## src/logic/adccc_pkg.sv

```systemverilog
// Package: register map, field layout and timing constants of the conversion control block
package adccc_pkg;
    // ==========================================
    // Register byte addresses
    localparam logic [7:0] ADDR_CONVERSION_CONTROL = 8'h00;
    localparam logic [7:0] ADDR_COMPARE_TRIGGER_CONTROL = 8'h04;
    localparam logic [7:0] ADDR_RESULT_HIGH = 8'h08;
    localparam logic [7:0] ADDR_RESULT_LOW = 8'h0c;
    localparam logic [7:0] ADDR_COMPARE_LEVEL = 8'h10;
    // ==========================================
    // Field positions
    localparam int CC_DONE_BIT = 7;
    localparam int CC_IRQ_EN_BIT = 6;
    localparam int CC_CONT_BIT = 5;
    localparam int CT_ACTIVE_BIT = 7;
    localparam int CT_TRIG_SEL_BIT = 6;
    localparam int CT_CMP_EN_BIT = 5;
    localparam int CT_CMP_GE_BIT = 4;
    // ==========================================
    // Channel codes and reset values
    localparam logic [4:0] CHAN_RESERVED = 5'h1c;
    localparam logic [4:0] CHAN_HIGH_REF = 5'h1d;
    localparam logic [4:0] CHAN_LOW_REF = 5'h1e;
    localparam logic [4:0] CHAN_OFF = 5'h1f;
    localparam logic [7:0] RST_CONVERSION_CONTROL = 8'h1f;
    localparam logic [7:0] RST_COMPARE_TRIGGER_CONTROL = 8'h00;
    localparam logic [9:0] RST_RESULT = 10'h000;
    // ==========================================
    // Converter stub timing
    localparam int CONV_TIME_NS = 2500;
    localparam int CLK_PERIOD_NS = 100;
    localparam int CONV_CYCLES = CONV_TIME_NS / CLK_PERIOD_NS;
    // ==========================================
    // Carrier types
    typedef struct packed {
        logic [9:0] result;
        logic done;
    } adccc_conv_out_type;
    typedef enum logic [2:0] {
        ADCCC_IDLE = 3'b001,
        ADCCC_CONV = 3'b010,
        ADCCC_CONT = 3'b100
    } adccc_state_type;
endpackage

```

## src/logic/adccc_conv_stub.sv

```systemverilog
// Converter stub: returns a result and a done pulse a fixed time after start
`timescale 1ns/10ps
module adccc_conv_stub (
    // Clock and reset
    input wire logic i_core_clk,
    input wire logic i_arst_n,
    // Control
    input wire logic i_start,
    input wire logic i_abort,
    input wire logic [4:0] i_channel,
    input wire logic [9:0] i_sample,
    // Result
    output adccc_pkg::adccc_conv_out_type o_conv
);
    logic [7:0] count;
    logic busy;
    logic [4:0] chan;
    wire logic last = busy && (count == 8'h01);

    // ==========================================
    // Countdown, restarted by any start, reloaded but stopped by an abort without start
    always_ff @(posedge i_core_clk or negedge i_arst_n) begin
        if (!i_arst_n) begin
            count <= 8'h00;
            busy <= 1'b0;
            chan <= 5'h00;
            o_conv <= '0;
        end else begin
            o_conv.done <= 1'b0;
            if (i_start || i_abort) begin
                count <= 8'(adccc_pkg::CONV_CYCLES);
                busy <= i_start;
                chan <= i_channel;
            end else if (last) begin
                busy <= 1'b0;
                count <= 8'h00;
                o_conv.done <= 1'b1;
                o_conv.result <= (chan == adccc_pkg::CHAN_HIGH_REF) ? 10'h3ff :
                                 (chan == adccc_pkg::CHAN_LOW_REF) ? 10'h000 : i_sample;
            end else if (busy) begin
                count <= count - 8'h01;
            end
        end
    end
endmodule

```

## src/logic/adccc_top.sv

```systemverilog
// Conversion control and status of a successive-approximation converter, APB slave
// ==========================================
// Functional notes
// - Writing conversion control aborts current conversion, starts new unless channel all ones or trigger select bit 6 set.
// - Compare off: done flag bit 7 sets at every conversion end.
// - Compare on: done flag sets only when compare outcome true.
// - Done flag clears on conversion control write or low result read.
// - Interrupt asserted while done flag set and irq enable bit 6 high.
// - Continuous off: one conversion per write or hardware trigger, then idle.
// - Continuous on: back-to-back conversions after write or trigger event.
// - Channel field bits 4:0: 0-27 inputs, 1c reserved, 1d/1e references.
// - Channel all ones switches converter off, no extra conversion.
// - Single mode returns to low-power idle after completion automatically.
// - Active bit 7 of second register set on start, cleared on single-mode end or abort.
// - Trigger select bit 6: 0 software write, 1 hardware trigger input.
// - Compare enable bit 5 turns automatic compare on or off.
// - Compare direction bit 4: 0 less than, 1 greater or equal.
// - Result registers load at every completion unless compare on and false.
`timescale 1ns/10ps
module adccc_top (
    // Clock and reset
    input wire logic i_core_clk,
    input wire logic i_arst_n,
    // APB slave
    input wire logic i_psel,
    input wire logic i_penable,
    input wire logic i_pwrite,
    input wire logic [7:0] i_paddr,
    input wire logic [31:0] i_pwdata,
    output logic [31:0] o_prdata,
    output logic o_pready,
    output logic o_pslverr,
    // Converter side
    input wire logic i_hw_trigger_in,
    input wire logic [9:0] i_sample,
    output logic [4:0] o_channel_select,
    output logic o_converter_on,
    output logic o_done_irq
);
    // ==========================================
    // Registers
    logic [7:0] conversion_control;
    logic [7:0] compare_trigger_control;
    logic [9:0] result;
    logic [9:0] compare_level;
    logic hw_trig_q;
    adccc_pkg::adccc_state_type state;
    adccc_pkg::adccc_state_type next_state;
    adccc_pkg::adccc_conv_out_type conv;

    // ==========================================
    // Bus decode
    wire logic access = i_psel && i_penable;
    wire logic wr = access && i_pwrite;
    wire logic rd = access && !i_pwrite;
    wire logic hit_cc = (i_paddr == adccc_pkg::ADDR_CONVERSION_CONTROL);
    wire logic hit_ct = (i_paddr == adccc_pkg::ADDR_COMPARE_TRIGGER_CONTROL);
    wire logic hit_rh = (i_paddr == adccc_pkg::ADDR_RESULT_HIGH);
    wire logic hit_rl = (i_paddr == adccc_pkg::ADDR_RESULT_LOW);
    wire logic hit_cv = (i_paddr == adccc_pkg::ADDR_COMPARE_LEVEL);
    wire logic mapped = hit_cc || hit_ct || hit_rh || hit_rl || hit_cv;
    wire logic wr_cc = wr && hit_cc;
    wire logic rd_rl = rd && hit_rl;

    // ==========================================
    // Field views
    wire logic [4:0] channel_select = conversion_control[4:0];
    wire logic continuous_enable = conversion_control[adccc_pkg::CC_CONT_BIT];
    wire logic done_irq_enable = conversion_control[adccc_pkg::CC_IRQ_EN_BIT];
    wire logic conv_done_flag = conversion_control[adccc_pkg::CC_DONE_BIT];
    wire logic trigger_select = compare_trigger_control[adccc_pkg::CT_TRIG_SEL_BIT];
    wire logic compare_enable = compare_trigger_control[adccc_pkg::CT_CMP_EN_BIT];
    wire logic compare_greater_equal = compare_trigger_control[adccc_pkg::CT_CMP_GE_BIT];
    wire logic [4:0] wr_channel = i_pwdata[4:0];
    wire logic conv_active = (state != adccc_pkg::ADCCC_IDLE);

    // ==========================================
    // Start sources
    wire logic hw_edge = i_hw_trigger_in && !hw_trig_q;
    wire logic wr_off = (wr_channel == adccc_pkg::CHAN_OFF);
    wire logic sw_start = wr_cc && !wr_off && !trigger_select;
    wire logic hw_start = trigger_select && hw_edge && (channel_select != adccc_pkg::CHAN_OFF) &&
                          (state == adccc_pkg::ADCCC_IDLE) && !wr_cc;
    wire logic start = sw_start || hw_start;
    wire logic abort = wr_cc && conv_active;
    wire logic repeat_conv = conv.done && (state == adccc_pkg::ADCCC_CONT) && !wr_cc;

    // ==========================================
    // Compare outcome
    wire logic less_than = conv.result < compare_level;
    wire logic cmp_true = compare_greater_equal ? !less_than : less_than;
    // A completion on the edge of a control write still counts: the set wins over the clear
    wire logic accept = conv.done && (!compare_enable || cmp_true);

    // Continuous bit as it will stand after this cycle's write
    function automatic logic continuous_next();
        return wr_cc ? i_pwdata[adccc_pkg::CC_CONT_BIT] : continuous_enable;
    endfunction

    // ==========================================
    // Sequencer
    always_comb begin
        next_state = state;
        unique case (state)
            adccc_pkg::ADCCC_IDLE: begin
                if (start) begin
                    next_state = continuous_next() ? adccc_pkg::ADCCC_CONT : adccc_pkg::ADCCC_CONV;
                end
            end
            adccc_pkg::ADCCC_CONV, adccc_pkg::ADCCC_CONT: begin
                if (wr_cc) begin
                    next_state = !start ? adccc_pkg::ADCCC_IDLE :
                                 continuous_next() ? adccc_pkg::ADCCC_CONT : adccc_pkg::ADCCC_CONV;
                end else if (conv.done && state == adccc_pkg::ADCCC_CONV) begin
                    next_state = adccc_pkg::ADCCC_IDLE;
                end
            end
            default: next_state = adccc_pkg::ADCCC_IDLE;
        endcase
    end

    always_ff @(posedge i_core_clk or negedge i_arst_n) begin
        if (!i_arst_n) begin
            state <= adccc_pkg::ADCCC_IDLE;
            hw_trig_q <= 1'b0;
        end else begin
            state <= next_state;
            hw_trig_q <= i_hw_trigger_in;
        end
    end

    // ==========================================
    // Register writes; hardware set of the done flag wins over its clear
    always_ff @(posedge i_core_clk or negedge i_arst_n) begin
        if (!i_arst_n) begin
            conversion_control <= adccc_pkg::RST_CONVERSION_CONTROL;
            compare_trigger_control <= adccc_pkg::RST_COMPARE_TRIGGER_CONTROL;
            compare_level <= adccc_pkg::RST_RESULT;
            result <= adccc_pkg::RST_RESULT;
        end else begin
            if (wr_cc) begin
                conversion_control[6:0] <= i_pwdata[6:0];
            end
            if (accept) begin
                conversion_control[adccc_pkg::CC_DONE_BIT] <= 1'b1;
                result <= conv.result;
            end else if (wr_cc || rd_rl) begin
                conversion_control[adccc_pkg::CC_DONE_BIT] <= 1'b0;
            end
            if (wr && hit_ct) begin
                compare_trigger_control <= {1'b0, i_pwdata[6:4], 4'h0};
            end
            if (wr && hit_cv) begin
                compare_level <= i_pwdata[9:0];
            end
        end
    end

    // ==========================================
    // Read data and outputs; zero wait states, unmapped address errors
    wire logic [7:0] ct_view = {conv_active, compare_trigger_control[6:0]};
    wire logic [31:0] rd_mux = hit_cc ? {24'h0, conversion_control} :
                               hit_ct ? {24'h0, ct_view} :
                               hit_rh ? {30'h0, result[9:8]} :
                               hit_rl ? {24'h0, result[7:0]} :
                               hit_cv ? {22'h0, compare_level} : 32'h0;
    assign o_prdata = rd_mux;
    assign o_pready = 1'b1;
    assign o_pslverr = access && !mapped;
    assign o_channel_select = channel_select;
    assign o_converter_on = conv_active;
    assign o_done_irq = conv_done_flag && done_irq_enable;

    adccc_conv_stub u_conv (
        .i_core_clk(i_core_clk),
        .i_arst_n(i_arst_n),
        .i_start(start || repeat_conv),
        .i_abort(abort),
        .i_channel(wr_cc ? wr_channel : channel_select),
        .i_sample(i_sample),
        .o_conv(conv)
    );
endmodule

```

## config.mk

```make
export PLATFORM = sky130hd
export DESIGN_NAME = adccc_top
export DESIGN_NICKNAME = d
export VERILOG_FILES = /design/src/logic/adccc_pkg.sv /design/src/logic/adccc_conv_stub.sv /design/src/logic/adccc_top.sv
export SDC_FILE = /design/constraint.sdc
export NUM_CORES = 1
export LEC_CHECK = 0
export ABC_AREA = 0
export BUFFER_PORTS_ARGS = -buffer_cell sky130_fd_sc_hd__buf_2
export CAP_MARGIN = 20
export CORE_UTILIZATION = 55
export DETAILED_ROUTE_END_ITERATION = 10
export PLACE_DENSITY = 0.91
export RECOVER_POWER = 100
export SETUP_SLACK_MARGIN = 0.05
export SLEW_MARGIN = 30
export SYNTH_ARGS = -nofsm -noshare
export SYNTH_HDL_FRONTEND = slang
export SYNTH_SLANG_ARGS = --single-unit
```

## constraint.sdc

```tcl
create_clock -name i_core_clk -period 6.3 [get_ports i_core_clk]
set_input_delay 0.63 -clock i_core_clk [delete_from_list [all_inputs] [get_ports i_core_clk]]
set_output_delay 0.63 -clock i_core_clk [all_outputs]
set_load 0.005 [all_outputs]
```

==> run_results.csv, run 1 <==
group,metric,value,unit
sta,fin_crit,4010,ps
clock_tree,cts_made_buffers,9,
placement,dpl_cell_area,0.00372,sq mm
sta,slew_viol_final,68,
placement,dp_cells,449,
sta,setup-tns-final,0,ps
placement,gp_congestion,0.839,
cells_and_area,final_design_area_no_fill,0.00383,sq mm
synthesis,synth.distinct_cells,54,
die,start_util,0.582,
setup_path,startpoint_type,"primary input",
clock_tree,cts_resized,0,
routing,wl,7.49,mm
cells_and_area,final_util,0.633,
run,cap_violations,2,
setup_path,path_max_fanout,14,
cells_and_area,area_delta_synth_final,8.65,%
power_and_ir_drop,p_leak,1.96,nW
hold_path,hold_path.class,"primary input to flip-flop",
synthesis,synth_area_per_cell,10.5,sq um
setup_path,crit_path_end_kind,"flip-flop",
global_routing,grt_overflow_total,0,
clock_tree,postCtsHoldBufs,0,
global_routing,grt_pass1_vias,2638,
sta,skew,5.20,ps
status,violations,"max-capacitance violations, max-slew violations",
clock_tree,path_clk_slew,60,ps
power_and_ir_drop,total_power,0.00113,W
cells_and_area,instances_no_fill,465,
synthesis,ys_seq_area_frac,0.428,
global_routing,grt_start_max_net_pins,61,
synthesis,yosysWarnings,0,
routing,vias,2657,
synthesis,synthFlopType,"dfrtp_1",
die,rows,28,
setup_path,path_class,"primary input to flip-flop",
synthesis,netlist_area,0.00353,sq mm
cells_and_area,num_antenna_cells,0,
sta,max_slew.worst_pin.slew,3150,ps
global_routing,grt_pass1_wl,12.2,mm
die,die-area,0.00674,sq mm
clock_tree,cts_sinks,60,
synthesis,synth_seq_cells,60,
clock_tree,clk_path_buf_depth,2,
routing,wl_per_cell,16.1,um
clock_tree,h-tree-depth,3,
cells_and_area,mostFrequentLayoutCells,"dfrtp_1 (54), buf_2 (38), inv_1 (24), a21oi_1 (24)",
clock_tree,clk_latency,340,ps
die,die_y,82.1,um
routing,drc,0,
synthesis,syn_inst,336,
routing,via_per_inst,5.71,
global_routing,antenna_found_initial,0,
clock_tree,cts_root_buffer,"clkbuf_8",
routing,drt_iter0_markers,215,
cells_and_area,drive_gt1_frac,0.215,
die,fp.coreArea,0.00606,sq mm
sta,finalSetupViolCount,0,
synthesis,synth-edff-count,0,
die,io_pins,97,
synthesis,async_flop_share,1.00,
cells_and_area,layout_commonest_cell,"dfrtp_1",
cells_and_area,fin_nets,452,
sta,rsz0062_at_grt,"no",
routing,firstDrtPassIters,4,
placement,hpwl,5.57,mm
placement,numPortBuffers,51,
sta,slew-limit-headroom,-1.10,
power_and_ir_drop,max-vdd-ir-drop,0.000206,V
sta,finalHoldViolCount,0,
sta,fmax,250,MHz
power_and_ir_drop,powerDensity,295,mW/mm^2
die,die_w,82.1,um
clock_tree,post-cts-setup-buffer-count,0,
status,outcome,"finished with violations",
routing,ant_nets,0,
sta,period_share,0.636,
clock_tree,cts_tree,"done",
setup_path,worstPathRequired,6540,ps
setup_path,crit_arrival,4250,ps
global_routing,grt_use_total,0.248,
-- critical path: stages --
cell,delay (ps)
clkbuf_1,180
nor2_1,650
nand4_1,780
mux2i_1,760
nand4_1,830
mux2i_1,400
-- report_power, final --
part / internal (W) / total, W / switching, W
sequential: 0.000450 / 0.000513 / 0.0000627
combinational: 0.000112 / 0.000240 / 0.000129
clock: 0.000231 / 0.000377 / 0.000146
total: 0.000793 / 0.00113 / 0.000337
-- state kept, by name, indices dropped and copies added, names as in the netlist --
name and flops:
conversion_control 8, compare_level 10, u_conv.count 8, u_conv.busy 1, state 3, hw_trig_q 1, u_conv.o_conv 11, compare_trigger_control 3
result 10, u_conv.chan 5
-- stage by stage --
stage / setup WS (ps) / hold WS [ps]
2_1_floorplan: 4000 / 334
3_3_place_gp: 3170 / 467
3_5_place_dp: 3100 / 481
4_1_cts: 3390 / 423
5_1_grt: 1990 / 442
6_report: 2290 / 440
-- area by class of cell --
cell class              count  area (sq um)
repair buffers             53           249
flip-flops and latches     60          1510
inverters                  25          93.8
multi-input cells         236          1670
clock inverters             5          75.1
well taps                  75          93.8
fillers                   466          2230
clock buffers              11           141
-- cells in the mapped netlist, types with 2 or more instances --
cell,instances,area (sq um)
mux2_4,3,45.0
nand4_1,2,12.5
a22oi_1,5,37.5
clkbuf_1,2,7.51
and2_1,3,18.8
nand2_1,20,75.1
nor2_1,19,71.3
dfstp_2,6,158
conb_1,2,7.51
a211oi_1,3,22.5
o21ai_0,9,45.0
mux2_2,27,304
nand2b_1,5,31.3
inv_1,24,90.1
a221o_1,2,20.0
nor2b_1,3,18.8
a21o_1,2,15.0
a21oi_1,24,120
buf_6,2,22.5
nor3_1,7,35.0
nand3b_1,2,15.0
and3_1,2,12.5
a211o_1,3,26.3
nor3b_1,3,22.5
buf_2,3,15.0
a31oi_1,5,31.3
nand3_1,6,30.0
nor3b_2,2,25.0
mux2i_1,13,130
a2bb2oi_1,2,17.5
ha_1,11,138
buf_4,28,210
dfrtp_1,54,1350
o211a_1,2,20.0
mux2_1,11,124
-- cells by family (layout without fill, tap and decap cells) --
family                   count (synthesis)  count (layout)  synth area share
adder cells (fa/ha/maj)                 11              11            0.0390
other                                    2              23           0.00213
XOR/XNOR                                 1               1           0.00248
flip-flops                              60              60             0.428
buffers and inverters                   61              94             0.100
AO/OA/AOI/OAI                           62              62             0.112
multiplexers                            56              56             0.181
AND/OR/NAND/NOR                         83              83             0.135
-- path summary, 6_finish.rpt --
check / from / to / slack [ps] / cells past startpoint
min in group asynchronous: i_arst_n / u_conv.o_conv[2] / 1440 / 2
worst max register to register: compare_level[3] / result[3] / 2520 / 8
worst max-delay path: i_paddr[3] / u_conv.o_conv[10] / 2290 / 6
worst min-delay path: i_hw_trigger_in / hw_trig_q / 440 / 1
max in group asynchronous: i_arst_n / compare_level[5] / 3100 / 2
worst min register to register: result[1] / result[1] / 500 / 1
-- layer usage --
layer,vias up,part of all wire,GRT usage
li1,1231,-,-
met1,1306,0.43,0.311
met2,99,0.48,0.401
met3,21,0.052,0.0473
met4,0,0.032,0.140
met5,-,0,0
No activity file was read; power rests on OpenSTA's default activity.
==> run 2: changes to the inputs <==
--- a/config.mk
+++ b/config.mk
@@ -8,9 +8,9 @@
 export ABC_AREA = 0
 export BUFFER_PORTS_ARGS = -buffer_cell sky130_fd_sc_hd__buf_2
 export CAP_MARGIN = 20
-export CORE_UTILIZATION = 55
+export CORE_UTILIZATION = 53
 export DETAILED_ROUTE_END_ITERATION = 10
-export PLACE_DENSITY = 0.91
+export PLACE_DENSITY = 0.89
 export RECOVER_POWER = 100
 export SETUP_SLACK_MARGIN = 0.05
 export SLEW_MARGIN = 30
==> constraint.sdc (replaced) <==
create_clock -name i_core_clk -period 3.9 [get_ports i_core_clk]
set_input_delay 0.39 -clock i_core_clk [delete_from_list [all_inputs] [get_ports i_core_clk]]
set_output_delay 0.39 -clock i_core_clk [all_outputs]
set_load 0.005 [all_outputs]
==> run 2 against run 1 <==
  * The run now ends clean
  * Final cell count increased by 0.65%
  * Clock skew grew 1.1 ps
  * Sequential power is 62% higher
  * Worst setup slack got worse by 1500 ps
  * Power rose by 50%
  * Global-route usage decreased by 1.5 points
  * Non-clock buffer count is 1 higher
  * Register-to-register slack lost 1700 ps
  * Combinational power grew 63%
  * Highest routed layer unchanged
==> run_results.csv, run 2 (synthesis results as in run 1) <==
group,metric,value,unit
status,outcome,"finished, final reports clean",
sta,period_share,0.802,
die,fp.coreArea,0.00639,sq mm
die,start_util,0.553,
setup_path,cp_num_buf_inv,2,
global_routing,grt_start_max_net_pins,61,
routing,via_per_inst,5.74,
sta,setup-tns-final,0,ps
sta,slew_viol_final,0,
placement,dpl_cell_area,0.00373,sq mm
power_and_ir_drop,max-vdd-ir-drop,0.000248,V
sta,finalHoldViolCount,0,
global_routing,busiest_layer,"met2",
cells_and_area,mostFrequentLayoutCells,"dfrtp_1 (54), buf_2 (40), inv_1 (24), a21oi_1 (24), conb_1 (23)",
routing,wl_per_cell,16.4,um
cells_and_area,largest_reg_flops,11,
routing,drc,0,
cells_and_area,final_design_area_no_fill,0.00382,sq mm
setup_path,crit_chain,"inv_1 -> ha_1 -> a21oi_1 -> o21ai_0 -> mux2i_1 -> a2111oi_0 -> clkbuf_1 -> mux2_2",
setup_path,startpoint_type,"flip-flop",
setup_path,crit_path_end_kind,"flip-flop",
sta,slew-limit-headroom,0.380,
routing,vias,2688,
cells_and_area,num_antenna_cells,0,
power_and_ir_drop,powerDensity,445,mW/mm^2
setup_path,slowest_stage,"a2111oi_0",
cells_and_area,area_delta_synth_final,8.23,%
setup_path,path_class,"flip-flop to flip-flop",
global_routing,antenna_found_initial,0,
setup_path,path_max_fanout,9,
hold_path,hold_path.class,"primary input to asynchronous set/reset pin",
cells_and_area,final_util,0.598,
sta,fin_crit,3130,ps
placement,gp_congestion,0.845,
global_routing,use_met3,0.0554,
cells_and_area,drive_gt1_frac,0.225,
setup_path,worstPathRequired,4120,ps
sta,skew,6.27,ps
sta,holdWs,197,ps
sta,max_slew.worst_pin.slew,906,ps
clock_tree,cts_resized,0,
global_routing,grtUsageMet2,0.392,
cells_and_area,fin_nets,453,
cells_and_area,layout_commonest_cell,"dfrtp_1",
die,die_w,83.6,um
routing,drt_iter0_markers,169,
routing,ant_nets,0,
run,cap_violations,0,
global_routing,met1_usage,0.276,
power_and_ir_drop,p_leak,1.95,nW
sta,finalSetupViolCount,0,
cells_and_area,top_regs,"u_conv.o_conv: 11 flops, compare_level: 10 flops, result: 10 flops",
placement,hpwl,5.52,mm
setup_path,crit_arrival,3350,ps
cells_and_area,top_register,"u_conv.o_conv",
clock_tree,cts_root_buffer,"clkbuf_8",
routing,wl,7.66,mm
power_and_ir_drop,total_power,0.00170,W
global_routing,grt_pass1_wl,12.6,mm
routing,firstDrtPassIters,5,
clock_tree,post-cts-setup-buffer-count,0,
clock_tree,cts_made_buffers,9,
clock_tree,h-tree-depth,3,
die,rows,29,
global_routing,grt_overflow_total,0,
die,die_y,83.6,um
clock_tree,clk_latency,340,ps
setup_path,critPathMaxStageDelay,770,ps
global_routing,grt_use_total,0.233,
clock_tree,path_clk_slew,70,ps
sta,rsz0062_at_grt,"no",
die,io_pins,97,
global_routing,grt_pass1_vias,2702,
clock_tree,cts_sinks,60,
die,die-area,0.00699,sq mm
placement,numPortBuffers,51,
clock_tree,cts_tree,"done",
clock_tree,clk_path_buf_depth,2,
sta,fmax,320,MHz
setup_path,cp_top_family,"compound AO/OA/AOI/OAI gates",
clock_tree,postCtsHoldBufs,0,
==> run 2: layer usage <==
metal / vias up / part of all wire
met1: 1306 / 0.41
met3: 19 / 0.066
li1: 1235 / -
met2: 128 / 0.50
met4: 0 / 0.027
met5: - / 0
==> run 2: path summary, 6_finish.rpt <==
check	start	to	slack, ps	cells after the start
max in group asynchronous	i_arst_n	u_conv.chan[3]	3180	2
min in group i_core_clk	i_hw_trigger_in	hw_trig_q	200	1
hold reg to reg	result[6]	result[6]	490	1
setup / recovery	compare_level[9]	result[9]	770	8
hold / removal	i_arst_n	u_conv.count[1]	200	2
setup reg to reg	compare_level[9]	result[9]	770	8
==> run 2: layout make-up <==
| type | count | area, sq um |
|---|---|---|
| Tap cell | 77 | 96.3 |
| Clock inverter | 2 | 10.0 |
| Clock buffer | 14 | 153 |
| Timing Repair Buffer | 54 | 264 |
| Inverter | 25 | 93.8 |
| Sequential cell | 60 | 1510 |
| Fill cell | 529 | 2570 |
| Multi-Input combinational cell | 236 | 1690 |
==> run 2: metrics by stage <==
stage | instances | worst slack [ps]
after global placement | 452 | 1440
final | 468 | 771
after floorplan | 357 | 1700
after CTS | 468 | 1370
after detailed placement | 452 | 1350
after global routing | 468 | 625
==> run 2: where the power goes <==
group	total [W]	switching (W)	internal (W)
combinational	0.000392	0.000209	0.000183
sequential	0.000830	0.000103	0.000727
clock	0.000477	0.000231	0.000247
==> run 3: changes to the inputs <==
==> constraint.sdc (replaced) <==
create_clock -name i_core_clk -period 2.9 [get_ports i_core_clk]
set_input_delay 0.29 -clock i_core_clk [delete_from_list [all_inputs] [get_ports i_core_clk]]
set_output_delay 0.29 -clock i_core_clk [all_outputs]
set_load 0.005 [all_outputs]
==> run 3 against run 2 <==
  * The flow now finishes with violations (max-capacitance violations, max-slew violations)
  * First-iteration DRC count shrank 5.9%
  * Via count shrank 0.19%
  * Register-to-register slack lost 490 ps
  * Critical path type unchanged
  * Largest power group unchanged
==> run_results.csv, run 3 (synthesis results as in run 1) <==
group,metric,value,unit
status,outcome,"finished with violations",
status,violations,"max-capacitance violations, max-slew violations",
setup_path,cp_num_buf_inv,2,
cells_and_area,mostFrequentLayoutCells,"dfrtp_1 (54), buf_2 (38), inv_1 (24), mux2_2 (24), a21oi_1 (24)",
routing,drt_iter0_markers,159,
die,io_pins,97,
clock_tree,post-cts-setup-buffer-count,0,
sta,setup-tns-final,0,ps
cells_and_area,final_design_area_no_fill,0.00389,sq mm
clock_tree,cts_tree,"done",
sta,fin_crit,2620,ps
global_routing,grt_pass1_vias,2651,
cells_and_area,layout_commonest_cell,"dfrtp_1",
sta,skew,6.42,ps
die,die-area,0.00699,sq mm
sta,finalHoldViolCount,0,
clock_tree,clk_latency,350,ps
clock_tree,cts_sinks,60,
routing,drc,0,
clock_tree,clk_path_buf_depth,2,
placement,hpwl,5.74,mm
placement,gp_congestion,0.828,
die,die_y,83.6,um
setup_path,rrSetupSlack,280,ps
routing,ant_nets,0,
routing,vias,2683,
sta,fmax,382,MHz
sta,max_slew.worst_pin.slew,1830,ps
cells_and_area,area_delta_synth_final,10.2,%
cells_and_area,fin_nets,456,
clock_tree,postCtsHoldBufs,0,
clock_tree,h-tree-depth,3,
sta,rsz0062_at_grt,"no",
setup_path,crit_chain,"inv_1 -> ha_1 -> a211o_1 -> a21oi_1 -> o21ai_0 -> a2111oi_2 -> clkbuf_1 -> mux2_1",
setup_path,worstPathRequired,3130,ps
routing,via_per_inst,5.70,
die,die_w,83.6,um
power_and_ir_drop,max-vdd-ir-drop,0.000341,V
cells_and_area,final_util,0.609,
global_routing,grt_use_total,0.231,
setup_path,crit_arrival,2850,ps
clock_tree,cts_made_buffers,9,
setup_path,cp_top_family,"compound AO/OA/AOI/OAI gates",
sta,slew-limit-headroom,-0.221,
placement,numPortBuffers,51,
clock_tree,path_clk_slew,60,ps
sta,finalSetupViolCount,0,
setup_path,startpoint_type,"flip-flop",
power_and_ir_drop,p_leak,1.98,nW
routing,wl_per_cell,16.3,um
die,start_util,0.553,
setup_path,slowest_stage,"clkbuf_1",
clock_tree,cts_root_buffer,"clkbuf_8",
cells_and_area,top_regs,"u_conv.o_conv: 11 flops, compare_level: 10 flops, result: 10 flops",
sta,period_share,0.903,
power_and_ir_drop,powerDensity,618,mW/mm^2
setup_path,path_max_fanout,7,
die,fp.coreArea,0.00639,sq mm
routing,wl,7.67,mm
global_routing,grt_start_max_net_pins,34,
global_routing,grt_overflow_total,0,
setup_path,critPathMaxStageDelay,400,ps
cells_and_area,top_register,"u_conv.o_conv",
setup_path,path_class,"flip-flop to flip-flop",
global_routing,antenna_found_initial,0,
cells_and_area,largest_reg_flops,11,
run,cap_violations,1,
placement,dpl_cell_area,0.00374,sq mm
routing,firstDrtPassIters,4,
die,rows,29,
global_routing,grt_pass1_wl,12.6,mm
sta,slew_viol_final,34,
setup_path,crit_path_end_kind,"flip-flop",
cells_and_area,n_fill_cell,537,
hold_path,hold_path.class,"primary input to flip-flop",
cells_and_area,num_antenna_cells,0,
cells_and_area,drive_gt1_frac,0.236,
clock_tree,cts_resized,0,
-- run 3: path summary, 6_finish.rpt --
check	from	endpoint	cells after the start
min reg2reg	result[5]	result[5]	1
min in group asynchronous	i_arst_n	state[2]	1
max in group asynchronous	i_arst_n	u_conv.chan[2]	2
max reg2reg	compare_level[3]	result[6]	8
max	compare_level[3]	result[6]	8
min	i_hw_trigger_in	hw_trig_q	1
-- run 3: metal layers --
metal / track usage / wire, um / vias to the layer above
met5: 0 / 0 / -
met4: 0.114 / 197 / 0
met3: 0.0406 / 463 / 17
met2: 0.386 / 3740 / 112
met1: 0.288 / 3270 / 1310
li1: - / - / 1244
-- run 3: area by class of cell --
type / instances / area, sq um / share of cell area
Tap cell: 77 / 96.3 / 0.0248
Clock inverter: 4 / 47.5 / 0.0122
Multi-Input combinational cell: 236 / 1710 / 0.441
Sequential cell: 60 / 1510 / 0.388
Inverter: 25 / 93.8 / 0.0241
Timing Repair Buffer: 57 / 274 / 0.0704
Clock buffer: 12 / 155 / 0.0399
-- run 3: power by group --
part | switching [W] | internal [W] | leakage [nW] | total (W)
clock | 0.000327 | 0.000440 | 0.102 | 0.000767
combinational | 0.000282 | 0.000248 | 1.14 | 0.000530
sequential | 0.000132 | 0.000977 | 0.737 | 0.00111
-- run 3: stage by stage --
stage,setup WS (ps),cells,hold WS (ps),power (W)
3_5_place_dp,452,455,395,0.00165
5_1_grt,167,471,101,0.00254
4_1_cts,533,471,23.5,0.00242
2_1_floorplan,704,357,-5.59,0.00150
6_report,282,471,110,0.00241
3_3_place_gp,557,455,384,0.00160
